**src/logic/cspr_pkg.sv**
```systemverilog
// constants for the charger status pulse reporter
package cspr_pkg;
  localparam int CLK_HZ = 20000000;
  localparam int CLK_NS = 1000000000 / CLK_HZ;
  // least request strobe low time
  localparam int REQ_LOW_NS = 200;
  localparam int REQ_LOW_CYC = (REQ_LOW_NS + CLK_NS - 1) / CLK_NS;
  // longest strobe before it is discarded
  localparam int REQ_MAX_NS = 100000;
  localparam int REQ_MAX_CYC = REQ_MAX_NS / CLK_NS;
  // report delay and pulse period, nanoseconds
  localparam int RPT_DELAY_NS = 50000;
  // a short period keeps a 23-pulse reply inside a host polling slot
  localparam int PULSE_PER_NS = 10000;
  localparam int RPT_DELAY_CYC = RPT_DELAY_NS / CLK_NS;
  localparam int PULSE_PER_CYC = PULSE_PER_NS / CLK_NS;
  localparam int PULSE_LOW_CYC = PULSE_PER_CYC / 2;
  localparam int CNT_W = 16;
  localparam int CODE_W = 5;
  localparam logic [CODE_W-1:0] CODE_DIE_OT = 5'h01;
  localparam logic [CODE_W-1:0] CODE_BAT_TEMP = 5'h02;
  localparam logic [CODE_W-1:0] CODE_OVP = 5'h03;
  localparam logic [CODE_W-1:0] CODE_HI_BASE = 5'h0D;
  localparam logic [CODE_W-1:0] CODE_LO_BASE = 5'h12;
  localparam logic [CODE_W-1:0] CODE_ERROR = 5'h17;
  // charge phases, offset within a current group
  localparam logic [2:0] PH_COND = 3'h0;
  localparam logic [2:0] PH_REDUCE = 3'h1;
  localparam logic [2:0] PH_CC = 3'h2;
  localparam logic [2:0] PH_CV = 3'h3;
  localparam logic [2:0] PH_DONE = 3'h4;
  localparam logic [2:0] PH_LAST = PH_DONE;
  // input synchroniser depth
  localparam int SYNC_LEN = 3;
endpackage

```
**src/logic/cspr_sync.sv**
```systemverilog
// three-stage input synchroniser with agreement filter
`timescale 1ns/1ps
module cspr_sync (
  // clock and reset
  input  wire logic clk,
  input  wire logic rst_n,
  // pin and filtered level
  input  wire logic pinIn,
  output logic      levelOut
);
  logic [cspr_pkg::SYNC_LEN-1:0] stage_r;
  wire                            agree;

  // stage 0 is only read by stage 1
  assign agree = (stage_r[1] == stage_r[2]);

  always_ff @(posedge clk or negedge rst_n) begin
    if (!rst_n) begin
      stage_r  <= '1;
      levelOut <= 1'b1;
    end else begin
      stage_r <= {stage_r[1:0], pinIn};
      if (agree) begin
        levelOut <= stage_r[2];
      end
    end
  end
endmodule

```
**src/logic/cspr_reporter.sv**
```systemverilog
// status line request decoder and reply pulse burst generator
`timescale 1ns/1ps
module cspr_reporter (
  // clock and reset
  input  wire logic       clk,
  input  wire logic       rst_n,
  // shared status line
  input  wire logic       lineIn,
  output logic            lineOut,
  output logic            lineOe_n,
  // charger state
  input  wire logic       dieOverTemp,
  input  wire logic       batOverTemp,
  input  wire logic       overVoltage,
  input  wire logic       current_level_select,
  input  wire logic [2:0] chargePhase,
  // pass device and activity
  output logic            passEnable,
  output logic            burstBusy
);
  typedef enum {ST_IDLE, ST_STROBE, ST_DELAY, ST_LOW, ST_HIGH} cspr_state_e;

  cspr_state_e                  state_r, state_nxt;
  cspr_state_e                  stateGo;
  logic [cspr_pkg::CNT_W-1:0]   tmr_r, tmr_nxt;
  logic [cspr_pkg::CODE_W-1:0]  left_r, left_nxt;
  logic                         lineSync;
  wire  [cspr_pkg::CODE_W-1:0]  code;
  wire                          strobeOk;
  wire                          strobeLong;
  wire                          drive_nxt;

  function automatic logic [cspr_pkg::CNT_W-1:0] cyc(input int n);
    cyc = n[cspr_pkg::CNT_W-1:0];
  endfunction

  cspr_sync u_sync (
    .clk      (clk),
    .rst_n    (rst_n),
    .pinIn    (lineIn),
    .levelOut (lineSync)
  );

  // faults outrank phases; bad phase reports the error code
  assign code = dieOverTemp ? cspr_pkg::CODE_DIE_OT :
                batOverTemp ? cspr_pkg::CODE_BAT_TEMP :
                overVoltage ? cspr_pkg::CODE_OVP :
                (chargePhase > cspr_pkg::PH_LAST) ? cspr_pkg::CODE_ERROR :
                current_level_select ?
                  cspr_pkg::CODE_HI_BASE + {2'b00, chargePhase} :
                  cspr_pkg::CODE_LO_BASE + {2'b00, chargePhase};

  // the release is seen one count after the last low cycle
  assign strobeOk   = (tmr_r >= cyc(cspr_pkg::REQ_LOW_CYC - 1));
  assign strobeLong = (tmr_r >= cyc(cspr_pkg::REQ_MAX_CYC - 1));

  always_comb begin
    state_nxt = state_r;
    tmr_nxt   = tmr_r + 1'b1;
    left_nxt  = left_r;
    case (state_r)
      ST_IDLE: begin
        tmr_nxt = '0;
        if (!lineSync) begin
          state_nxt = ST_STROBE;
        end
      end
      ST_STROBE: begin
        if (lineSync) begin
          tmr_nxt = '0;
          // only a full-length strobe is a request; short glitches are dropped
          state_nxt = strobeOk ? ST_DELAY : ST_IDLE;
          left_nxt  = code;
        end else if (strobeLong) begin
          tmr_nxt = tmr_r;                           // hold until release
        end
      end
      ST_DELAY: begin
        if (tmr_r == cyc(cspr_pkg::RPT_DELAY_CYC - 1)) begin
          tmr_nxt   = '0;
          state_nxt = ST_LOW;
        end
      end
      ST_LOW: begin
        if (tmr_r == cyc(cspr_pkg::PULSE_LOW_CYC - 1)) begin
          tmr_nxt   = '0;
          left_nxt  = left_r - 1'b1;
          state_nxt = ST_HIGH;
        end
      end
      ST_HIGH: begin
        // line level ignored for the whole burst
        if (tmr_r == cyc(cspr_pkg::PULSE_PER_CYC - cspr_pkg::PULSE_LOW_CYC - 1)) begin
          tmr_nxt   = '0;
          state_nxt = (left_r == '0) ? ST_IDLE : ST_LOW;
        end
      end
      default: begin
        state_nxt = ST_IDLE;
        tmr_nxt   = '0;
      end
    endcase
  end

  // a long strobe is also refused: tmr saturates, then release discards it
  wire discardLong = (state_r == ST_STROBE) && lineSync && strobeLong;

  // busy must not flicker for a refused long strobe
  assign stateGo = discardLong ? ST_IDLE : state_nxt;

  assign drive_nxt = (state_nxt == ST_LOW);

  always_ff @(posedge clk or negedge rst_n) begin
    if (!rst_n) begin
      state_r    <= ST_IDLE;
      tmr_r      <= '0;
      left_r     <= '0;
      lineOut    <= 1'b0;
      lineOe_n   <= 1'b1;
      passEnable <= 1'b0;
      burstBusy  <= 1'b0;
    end else begin
      state_r    <= stateGo;
      tmr_r      <= tmr_nxt;
      left_r     <= left_nxt;
      lineOut    <= 1'b0;
      lineOe_n   <= !drive_nxt;
      passEnable <= !(batOverTemp || dieOverTemp || overVoltage);
      burstBusy  <= (stateGo == ST_DELAY) || (stateGo == ST_LOW) ||
                    (stateGo == ST_HIGH);
    end
  end

  // counted low run; a repetition of the full pulse length would choke the tools
  logic [cspr_pkg::CNT_W-1:0]   lowRun_r;

  always_ff @(posedge clk or negedge rst_n) begin
    if (!rst_n) begin
      lowRun_r <= '0;
    end else if (!lineOe_n) begin
      lowRun_r <= lowRun_r + 1'b1;
    end else begin
      lowRun_r <= '0;
    end
  end
endmodule

```
**config.mk**
```make
export PLATFORM = sky130hd
export DESIGN_NAME = cspr_reporter
export DESIGN_NICKNAME = d
export VERILOG_FILES = /design/src/logic/cspr_pkg.sv /design/src/logic/cspr_sync.sv /design/src/logic/cspr_reporter.sv
export SDC_FILE = /design/constraint.sdc
export NUM_CORES = 1
export LEC_CHECK = 0
export ABC_AREA = 1
export BUFFER_PORTS_ARGS = -buffer_cell sky130_fd_sc_hd__buf_4
export CAP_MARGIN = 20
export CORE_AREA = 2 2 101 103
export DETAILED_ROUTE_END_ITERATION = 12
export DIE_AREA = 0 0 103 105
export PLACE_DENSITY = 0.53
export SLEW_MARGIN = 20
export SYNTH_ARGS = -nofsm -noshare
export SYNTH_HDL_FRONTEND = slang
export SYNTH_HIERARCHICAL = 1
export SYNTH_SLANG_ARGS = --single-unit
```
**constraint.sdc**
```tcl
create_clock -name clk -period 2.2 [get_ports clk]
set_input_delay 0.11 -clock clk [delete_from_list [all_inputs] [get_ports clk]]
set_output_delay 0.11 -clock clk [all_outputs]
set_load 0.02 [all_outputs]
```
* After elaboration in Yosys (flattened, before gate mapping)
Cells that the tools add are included.
** Storage, ports and cells
- Register bits :: 60
- Bits of input ports :: 10
- Output and inout bits :: 4
- Word-level logic and storage cells :: 65
** Cells by class
- Add/subtract/negate cells :: 4
- Order comparisons :: 3
- Eq/ne operators :: 15
- Muxes and demuxes :: 22
- Reductions and logical operators :: 13
** Operator list (count)
- 32-bit 2-to-1 mux :: 6
- 32-bit case mux with 5 select lines :: 1
- 32-bit by 3-bit equality test with 1-bit output (second input constant) :: 4
- 32-bit by 2-bit equality test with 1-bit output (second input constant) :: 3
- 16-bit 2-to-1 mux :: 4
- 16-bit case mux with 3 select lines :: 1
- 5-bit 2-to-1 mux :: 7
- 32-bit by 1-bit equality test with 1-bit output (second input constant) :: 1
- 32-bit by 4-bit equality test with 1-bit output (second input constant) :: 1
- 32-bit logical NOT :: 1
- 16-bit by 1-bit adder with 16-bit output (second input constant) :: 1
- 16-bit by 10-bit equality test with 1-bit output (second input constant) :: 1
- 16-bit by 7-bit equality test with 1-bit output (second input constant) :: 1
- 16-bit by 11-bit greater-or-equal comparator with 1-bit output (second input constant) :: 1
- 16-bit by 2-bit greater-or-equal comparator with 1-bit output (second input constant) :: 1
- 5-bit case mux with 2 select lines :: 1
- 4-bit by 3-bit adder with 5-bit output (first input constant) :: 1
- 5-bit by 3-bit adder with 5-bit output (first input constant) :: 1
- 5-bit logical NOT :: 1
- 5-bit by 1-bit subtractor with 5-bit output (second input constant) :: 1
- 1-bit logical OR :: 4
- 2-bit 2-to-1 mux :: 2
- 3-bit > comparator (second input constant) :: 1
- 3-bit by 2-bit != test with 1-bit output (second input constant) :: 1
- other kinds (8) :: 10

* Depth between registers and ports, before layout
Gate-level depths: netlist of the first run.
- Depth in word-level cells :: 8
- Depth in mapped cells :: 14
- Depth with buffers taken out :: 13

* Modules after synthesis
The synthesis of the first run kept the hierarchy.
** Modules (own cells, without submodules)
- cspr_reporter :: instances 1, cells an instance 436, area an instance 3195.6 um2
- cspr_sync :: instances 1, cells an instance 8, area an instance 121.4 um2

* Worst setup path before layout of the first run
No wires, ideal clock.
- Kind :: flip-flop to flip-flop
- From :: reg tmr_r[0] in the netlist's numbering
- To :: reg tmr_r[1] in the netlist's numbering
- Library setup time :: 0.117 ns
- Data arrival time :: 1.478 ns
- Data required time :: 2.083 ns
- Slack :: 0.606 ns
- Cell stages (with the launch flop) :: 12
- Buffers on the path :: 1
- Cells stage by stage :: dfrtp_1 > ha_1 > buf_2 > nand2_1 > nor2_1 > nand4_1 > nor2_1 > nor2_1 > nand2_1 > nand3_1 > nand2_1 > nand2_1
** On the way
- Word-level cells in the longest chain between the ends :: 4
- Elaborated cells between the ends (all ways) :: 10
- Classes of those cells :: 1 x add/sub; 1 x order compare; 3 x eq/ne; 5 x mux
** RTL lines
- start, declared :: RTL line cspr_reporter.sv:25 : logic [cspr_pkg::CNT_W-1:0] tmr_r, tmr_nxt;
- start signal, assigned :: RTL line cspr_reporter.sv:124 : tmr_r <= tmr_nxt;
- 16-bit by 1-bit adder with 16-bit output :: RTL line cspr_reporter.sv:59 : tmr_nxt = tmr_r + 1'b1;
- 16-bit 2-to-1 mux :: RTL line cspr_reporter.sv:74 : end else if (strobeLong) begin
- 16-bit 2-to-1 mux :: RTL line cspr_reporter.sv:69 : if (lineSync) begin
- 16-bit case mux with 3 select lines :: RTL line cspr_reporter.sv:61 : case (state_r)
Several ways; a longest one is shown, not always the timed one. The select of a mux whose other input is x is not followed.
A chain may end at the register's enable or synchronous reset.

* Worst setup path after layout of the first run
- From :: reg tmr_r[0] in the netlist's numbering
- To :: reg left_r[0] in the netlist's numbering
** On the way
- Word-level cells in the longest chain between the ends :: 3
** RTL lines
- 16-bit by 7-bit equality test with 1-bit output :: RTL line cspr_reporter.sv:85 : if (tmr_r == cyc(cspr_pkg::PULSE_LOW_CYC - 1)) begin
- 2-bit != test (no source line)
- 3-bit AND reduction (no source line)
- end signal, assigned :: RTL line cspr_reporter.sv:125 : left_r <= left_nxt;
- end, declared :: RTL line cspr_reporter.sv:26 : logic [cspr_pkg::CODE_W-1:0] left_r, left_nxt;
No other way between the ends.

==> results.toml, run 1 <==
[detailed_routing]
routedWlPerCell_um = 11.2
via_count = 2814
ant_nets = 0
via_per_inst = 4.45
drt_wl_total_mm = 7.08
drt-initial-drc-count = 172
dr.pass1.iters = 4
drc_errors = 0

[synth]
synthCells = 444
synth_area_um2 = 3320
ys_seq_area_share_pct = 45.5
avgSynthCellArea_um2 = 7.47
async_reset_ff_share_pct = 100
yosysWarnings = 6
ys_ff_latch = 60
synth_ff_type = "dfrtp_1"
yosysUniqueCellTypes = 30
synth_edf_count = 0

[power]
swShare_pct = 23.5
ir_drop_mv = 0.402
seqPwrFrac_pct = 48.6
power.density_nw_per_um2 = 608
p_int_mw = 1.81
leakage_nw = 2.02
clkPwrFrac_pct = 47.2
pwr-share-comb_pct = 4.2
p_switching_uw = 559

[global_routing]
grt_usage_pct = 14.8
grt_pass1_vias = 2707
grt_max_degree = 61
grt_pass1_wl_mm = 12.6
antenna_found_initial = 0
grt_overflow = 0

[critical_path]
critPathKind = "register to register"
critPathMostFrequentCell = "nand2_1"
cp_slowest_cell = "dfrtp_1"
max_stage_delay_ps = 400
start_kind = "register"
critPathArrivalTime_ps = 2140
path_buf_inv = 3
critical-path-top-delay-family = "simple AND/OR/NAND/NOR gates"
critical_path.endpoint_type = "register"
crit_fanout = 10
path_cells = "ha_1 -> nand2_1 -> inv_1 -> nand2_2 -> nor2_4 -> nand2_2 -> inv_2 -> nand2_1 -> nand2_1 -> nand2_2 -> inv_2 -> nand2_1 -> nand2_1"
cp.required_ps = 2470

[placement]
dp_hpwl_mm = 4.99
gp_congestion = 0.838
dp_cells = 614
port_buffers = 12

[final_layout]
num_antenna_cells = 0
fin_nets = 512
instances_no_fill = 632
drive_above_1_share_pct = 13.0
nFillCells = 1017
post-route-util_pct = 40.5
syn2layout_area_growth_pct = 17.7

[timing]
min_period_ps = 1870
setup-violations-final = 0
maxSlewViolCount = 0
rsz0062_at_grt = "no"
fin_skew_ps = 12.8
fmax_mhz = 535
slew_headroom_pct = 49.2
setup_tns_ps = 0
worst_pin_slew_ps = 762
hold_viol_final = 0
period_share_pct = 85.0

[job]
cap_violations = 0

[clock_network]
cts_num_sinks = 60
cts_setup_buffers = 0
clock_path_buffers = 2
path_clk_slew_ps = 70
cts_buffers = 9
cts_tree = "done"
cts_root_buf = "clkbuf_8"
h-tree-depth = 3
cts_resized = 0
clk_latency_ps = 340

[die]
rows = 36
die_w_um = 103
die_area_um2 = 10800
core-area_um2 = 9640
ios = 14
dieHeight_um = 105
start_util_pct = 34.4

[hold_path]
worstHoldPathType = "primary input to register"

[status]
status = "completed"
==> cells in the mapped netlist, types with 3 or more instances <==
master,count,share of area (%)
nand2_1,139,16
nor2_1,69,7.8
dfrtp_1,55,41
inv_1,46,5.2
nand3_1,37,5.6
o21ai_0,13,2.0
nand4_1,11,2.1
nand2_2,9,1.7
ha_1,8,3.0
xor2_1,7,1.8
nor3_1,6,0.91
buf_2,5,0.75
dfstp_2,5,4.0
inv_2,5,0.57
nor2_4,5,1.7
a21oi_1,3,0.45
buf_4,3,0.68
==> area by class of cell <==
type                    count  area [µm²]  area share [%]
inverters                  52         195            5.00
flip-flops and latches     60        1510            38.6
clock inverters             7        98.8            2.53
repair buffers             19         148            3.78
clock buffers               9         124            3.17
multi-input cells         352        1660            42.6
well taps                 133         166            4.26
==> stage by stage <==
stage,area [µm²],power [mW],hold slack [ps],setup WS [ps]
6_report,3900,2.37,53.2,331
5_1_grt,3900,2.50,66.1,101
4_1_cts,3900,2.42,41.3,333
3_5_place_dp,3660,1.27,223,361
3_3_place_gp,3660,1.27,219,381
2_1_floorplan,3430,1.22,-186,606
==> layer usage <==
| metal | up-vias | track usage (%) | routed length, µm | part of all wire [%] |
|---|---|---|---|---|
| met5 | - | 0 | 0 | 0 |
| met4 | 0 | 4.42 | 116 | 1.6 |
| met2 | 58 | 23.2 | 3320 | 47 |
| met1 | 1301 | 20.2 | 3300 | 47 |
| met3 | 12 | 3.48 | 341 | 4.8 |
| li1 | 1443 | - | - | - |
==> path summary, 6_finish.rpt <==
check                                   from           endpoint  slack (ps)  cells after the start
setup / recovery                    tmr_r[0]          left_r[0]         330                     13
hold / removal                   overVoltage         passEnable          50                      4
setup reg to reg                    tmr_r[0]          left_r[0]         330                     13
hold reg to reg            u_sync/stage_r[0]  u_sync/stage_r[1]         360                      0
max in group asynchronous              rst_n         state_r[6]        1310                      2
min in group asynchronous              rst_n         passEnable         390                      2
==> sequential cells by signal, indices dropped and copies added (netlist names) <==
register and count:
left_r 5, state_r 32, u_sync/stage_r 3, burstBusy 1
u_sync/levelOut 1, lineOe_n 1, tmr_r 16, passEnable 1
==> power by group through the flow <==
stage	clock network, mW	logic, mW	registers, mW
floorplan	0	0.0492	1.17
global placement	0	0.0979	1.17
detailed placement	0	0.0988	1.18
CTS	1.17	0.102	1.15
global route	1.22	0.121	1.16
finish	1.12	0.0995	1.15
==> logic make-up after synthesis <==
kind of cell,count (synthesis),synth area share (%)
fa+ha+maj,8,3.02
compound gates,22,3.70
simple gates,283,37.7
other cells,1,0.113
flops,60,45.5
xor+xnor,9,2.38
buf+inv,61,7.66
==> layout by cell type (no fill, tap or decap), types with 6 or more instances in the layout <==
cell type and count:
buf_4 17, clkbuf_8 9, conb_1 30, dfrtp_1 55, ha_1 8, inv_1 46
nand2_1 139, nand2_2 9, nand3_1 37, nand4_1 11, nor2_1 69, nor3_1 6
o21ai_0 13, xor2_1 7
==> repair_timing <==
item                                    CTS  global route
endpoints found under the hold margin    56             0
endpoints found under the setup margin    0             0
hold buffers                              2             0
==> worst register-to-register path, stage by stage, from the launching register on <==
cell and delay [ps]:
dfrtp_1 400, ha_1 360, nand2_1 80, inv_1 80, nand2_2 70, nor2_4 90, nand2_2 100, inv_2 140
nand2_1 60, nand2_1 70, nand2_2 110, inv_2 120, nand2_1 60, nand2_1 60
Power figures use the tool's default switching activity.
==> run 2, diff against run 1 <==
--- a/config.mk
+++ b/config.mk
@@ -11,7 +11,7 @@
 export CORE_AREA = 2 2 101 103
 export DETAILED_ROUTE_END_ITERATION = 12
 export DIE_AREA = 0 0 103 105
-export PLACE_DENSITY = 0.53
+export PLACE_DENSITY = 0.55
 export SLEW_MARGIN = 20
 export SYNTH_ARGS = -nofsm -noshare
 export SYNTH_HDL_FRONTEND = slang
==> constraint.sdc (replaced) <==
create_clock -name clk -period 1.7 [get_ports clk]
set_input_delay 0.085 -clock clk [delete_from_list [all_inputs] [get_ports clk]]
set_output_delay 0.085 -clock clk [all_outputs]
set_load 0.02 [all_outputs]
==> run 2 against run 1 <==
Compared with the run above:
- die area unchanged
- first-iteration DRC count decreased by 23%
- clock power increased by 17%
- sequential share of layout area decreased by 3.5 points
- critical path depth decreased by 3
- count of clock-buffer cells in the layout unchanged
- register-to-register slack got worse by 210 ps
- wire length increased by 2.3%
- maximum frequency increased by 18%
- clock skew decreased by 3.4 ps
- largest cell class unchanged
==> results.toml, run 2 (synthesis results as in run 1) <==
[detailed_routing]
routedWlPerCell_um = 10.9
via_count = 2932
drt-initial-drc-count = 132
ant_nets = 0
via_per_inst = 4.41
drc_errors = 0
dr.pass1.iters = 5
drt_wl_total_mm = 7.24

[global_routing]
grt_usage_pct = 14.5
grt_overflow = 0
grt_max_degree = 32
grt_pass1_wl_mm = 12.3
antenna_found_initial = 0
grt_pass1_vias = 2784

[final_layout]
post-route-util_pct = 44.7
layout_commonest_cell = "nand2_1"
num_antenna_cells = 0
drive_above_1_share_pct = 24.8
syn2layout_area_growth_pct = 29.8
fin_nets = 545
regMostFlops = "state_r"
top_regs = "state_r (32), tmr_r (16), left_r (5)"
layout_common_cells = "nand2_1 (132), nor2_1 (53), dfrtp_1 (50), buf_4 (46), inv_1 (44)"
largest_reg_flops = 32

[clock_network]
cts_buffers = 9
clock_path_buffers = 2
h-tree-depth = 3
cts_root_buf = "clkbuf_8"
cts_num_sinks = 60
clk_latency_ps = 340
cts_tree = "done"
path_clk_slew_ps = 80

[job]
cap_violations = 0

[timing]
hold_viol_final = 0
fmax_mhz = 631
rsz0062_at_grt = "yes"
setup-violations-final = 0
setup_tns_ps = 0
maxSlewViolCount = 0
fin_skew_ps = 9.41
period_share_pct = 93.2
fin_hold_ws_ps = 27.0
min_period_ps = 1580
worst_slack_ps = 116

[placement]
dpl_worst_slack_ps = -59.1
gp_congestion = 0.873
dp_hpwl_mm = 5.32
port_buffers = 12

[critical_path]
critPathKind = "register to register"
cp.required_ps = 1990
crit_fanout = 7
critical_path.endpoint_type = "register"
critPathArrivalTime_ps = 1870
start_kind = "register"

[die]
die_area_um2 = 10800
dieHeight_um = 105
die_w_um = 103
ios = 14
start_util_pct = 34.4
rows = 36
core-area_um2 = 9640

[power]
seqPwrFrac_pct = 50.9
p_int_mw = 2.21
power.density_nw_per_um2 = 683
leakage_nw = 2.22
pwr-share-comb_pct = 4.7
ir_drop_mv = 0.505
power_mw = 2.94
p_switching_uw = 733
clkPwrFrac_pct = 44.4
swShare_pct = 24.9

[status]
status = "completed"

[hold_path]
worstHoldPathType = "primary input to register"
run 2: changes by cell type in the layout (fill, tap and decap cells not counted), moves of 2 or more:
cell / change
nor2_2: +14
nand3_1: -2
dfrtp_1: -5
inv_1: -2
nand3_2: +2
nand2_2: +2
nor2_4: +2
nand2_1: -7
dfrtp_2: +5
buf_4: +29
inv_4: +3
nor2_1: -16
buf_12: +2
nand2_4: +5
run 2: metal layers:
metal	track usage (%)	up-vias	share of wire (%)	wire length [µm]
met4	5.83	0	2.6	188
met5	0	-	0	0
li1	-	1519	-	-
met3	3.55	18	3.7	267
met1	18.7	1343	46	3320
met2	23.0	52	48	3470
run 2: power groups by stage:
stage / logic, mW / registers, mW / clock network [mW]
6_report: 0.138 / 1.50 / 1.31
5_1_grt: 0.163 / 1.50 / 1.42
4_1_cts: 0.137 / 1.49 / 1.35
3_5_place_dp: 0.134 / 1.52 / 0
3_3_place_gp: 0.130 / 1.52 / 0
2_1_floorplan: 0.0636 / 1.52 / 0
run 2: worst paths after layout:
| kind | from | endpoint | slack [ps] | cells past startpoint |
|---|---|---|---|---|
| max in group asynchronous | rst_n | state_r[0] | 960 | 3 |
| min in group asynchronous | rst_n | tmr_r[13] | 220 | 2 |
| worst min-delay path | overVoltage | passEnable | 30 | 4 |
| worst max register to register | state_r[11] | tmr_r[10] | 120 | 10 |
| worst min register to register | u_sync/stage_r[0] | u_sync/stage_r[1] | 360 | 0 |
| worst max-delay path | state_r[11] | tmr_r[10] | 120 | 10 |
run 2: worst max-delay path: stages, from the launching register on:
cell and delay (ps):
dfrtp_1 370, nor2_2 130, nand2_1 100, nor2_4 160
nand2_2 120, nor2_8 200, buf_6 150, nand3_1 80
nand3_1 110, nand2_1 70, nand2_1 50
run 2: layout make-up:
cell class                 count  area (µm²)
tap                          133         166
clock buffer                   9         124
fill                        1002        5330
sequential                    60        1510
clock inverter                 7        75.1
timing repair buffer          51         417
multi-input combinational    353        1810
inverter                      52         203
run 2: metrics by stage:
step | std cells | instance area, µm²
final | 665 | 4310
after detailed placement | 634 | 3820
after global placement | 634 | 3820
after floorplan | 473 | 3430
after CTS | 652 | 4050
after global routing | 665 | 4310
run 2: repair_timing:
item,in CTS,in global routing
endpoints found under the setup margin,15,24
hold buffers,2,0
pin swaps,0,24
endpoints found under the hold margin,25,0
setup buffers,0,12
cloned,0,1
resized for setup,2,47
==> run 3, diff against run 2 <==
--- a/config.mk
+++ b/config.mk
@@ -7,10 +7,10 @@
 export LEC_CHECK = 0
 export ABC_AREA = 1
 export BUFFER_PORTS_ARGS = -buffer_cell sky130_fd_sc_hd__buf_4
-export CAP_MARGIN = 20
 export CORE_AREA = 2 2 101 103
 export DETAILED_ROUTE_END_ITERATION = 12
 export DIE_AREA = 0 0 103 105
+export HOLD_SLACK_MARGIN = 0.12
 export PLACE_DENSITY = 0.55
 export SLEW_MARGIN = 20
 export SYNTH_ARGS = -nofsm -noshare
==> run 3 against run 2 <==
Compared with the run above:
- hold slack improved by 130 ps
- wire length rose by 0.23%
- clock power barely moved
- clock skew fell by 0.67 ps
- sequential share of layout area fell by 0.16 points
- first-iteration DRC count did not move
- critical path type unchanged
- critical endpoint unchanged
- highest routed layer unchanged
==> results.toml, run 3 (synthesis results as in run 1) <==
[placement]
port_buffers = 12
dpl_worst_slack_ps = -59.1
dp_cells = 634
dp_hpwl_mm = 5.32
gp_congestion = 0.873

[die]
ios = 14
core-area_um2 = 9640
start_util_pct = 34.4
die_w_um = 103
die_area_um2 = 10800
dieHeight_um = 105
rows = 36

[hold_path]
holdPathStages = 6
worstHoldPathType = "primary input to register"
min_from = "dieOverTemp"

[global_routing]
grt_pass1_wl_mm = 12.4
antenna_found_initial = 0
grt_overflow = 0
grt_pass1_vias = 2799
grt_usage_pct = 14.5
grt_max_degree = 32

[timing]
setup-violations-final = 0
fin_hold_ws_ps = 152
maxSlewViolCount = 0
rsz0062_at_grt = "yes"
worst_slack_ps = 115
hold_viol_final = 0
min_period_ps = 1590
period_share_pct = 93.2
fin_skew_ps = 8.74
fmax_mhz = 631

[critical_path]
crit_start = "state_r[11]"
path_cells = "nor2_2 -> nand2_1 -> nor2_4 -> nand2_2 -> nor2_8 -> buf_6 -> nand3_1 -> nand3_1 -> nand2_1 -> nand2_1"
max_stage_delay_ps = 370
critPathMostFrequentCell = "nand2_1"
cp.required_ps = 1990
critical_path.endpoint_type = "register"
critPathArrivalTime_ps = 1870
critPathKind = "register to register"
r2r_cells = 10
cp_slowest_cell = "dfrtp_1"
crit_fanout = 7
crit_path_end = "tmr_r[10]"
rrSetupSlack_ps = 110
start_kind = "register"
reg2reg_to = "tmr_r[10]"
rr_startpoint = "state_r[11]"

[power]
swShare_pct = 24.9
pwr-share-comb_pct = 4.8
leakage_nw = 2.22
power_mw = 2.94
ir_drop_mv = 0.507
p_switching_uw = 734
p_int_mw = 2.21
clkPwrFrac_pct = 44.4
power.density_nw_per_um2 = 680
seqPwrFrac_pct = 50.8

[final_layout]
num_antenna_cells = 0
layout_common_cells = "nand2_1 (132), nor2_1 (53), dfrtp_1 (50), buf_4 (46), inv_1 (44)"
instances_no_fill = 667
syn2layout_area_growth_pct = 30.4
layout_commonest_cell = "nand2_1"
regMostFlops = "state_r"
drive_above_1_share_pct = 24.7
top_regs = "state_r (32), tmr_r (16), left_r (5)"
largest_reg_flops = 32
fin_nets = 547

[job]
cap_violations = 0

[detailed_routing]
via_per_inst = 4.41
routedWlPerCell_um = 10.9
drc_errors = 0
drt-initial-drc-count = 132
ant_nets = 0
dr.pass1.iters = 5
via_count = 2942
drt_wl_total_mm = 7.26

[clock_network]
cts_num_sinks = 60
cts_buffers = 9
clock_path_buffers = 2
clk_latency_ps = 340
cts_tree = "done"
path_clk_slew_ps = 80
h-tree-depth = 3
cts_root_buf = "clkbuf_8"

[status]
status = "completed"
run 3: cell count changes in the layout (fill, tap and decap cells not counted):
cell / change
dlygate4sd3_1: +2
run 3: final cells by class:
class                   count  area, µm²
flip-flops and latches     60       1510
multi-input cells         353       1810
clock buffers               9        124
inverters                  52        203
fillers                  1003       5310
repair buffers             53        437
well taps                 133        166
clock inverters             7       75.1
run 3: stage by stage:
step | util (%) | instance area [µm²] | TNS, ps
4_1_cts | 42.2 | 4070 | 0
6_report | 44.9 | 4330 | 0
2_1_floorplan | - | 3430 | 0
3_5_place_dp | 39.7 | 3820 | -504
3_3_place_gp | 39.7 | 3820 | 0
5_1_grt | 44.9 | 4330 | -42.6
run 3: worst max-delay path: cells and delay by family, from the launching register on:
family	cells	cell delay (ps)
buffers and inverters	1	150
flip-flops	1	370
AND/OR/NAND/NOR	9	1020
run 3: power groups by stage:
stage | registers [mW] | clock network, mW | logic, mW
after CTS | 1.49 | 1.35 | 0.141
after global placement | 1.52 | 0 | 0.130
final | 1.50 | 1.31 | 0.141
after floorplan | 1.52 | 0 | 0.0636
after global routing | 1.50 | 1.42 | 0.166
after detailed placement | 1.52 | 0 | 0.134
run 3: worst min path at each step:
stage / end
finish: left_r[1]
global route: left_r[1]
CTS: left_r[1]
detailed placement: passEnable
global placement: passEnable
floorplan: burstBusy
run 3: layer usage:
layer	part of all wire, %	wire, µm	global-route usage (%)	vias up
li1	-	-	-	1523
met1	47	3390	18.8	1356
met2	48	3460	23.1	45
met3	3.1	223	3.55	18
met4	2.6	188	5.83	0
met5	0	0	0	-
run 3: repair_timing:
action,4_1_cts,5_1_grt
hold buffers,4,0
gates cloned,0,1
resized for setup,2,47
buffers inserted,0,12
pin swaps,0,24
hold endpoints to repair,62,0
endpoints found under the setup margin,15,24
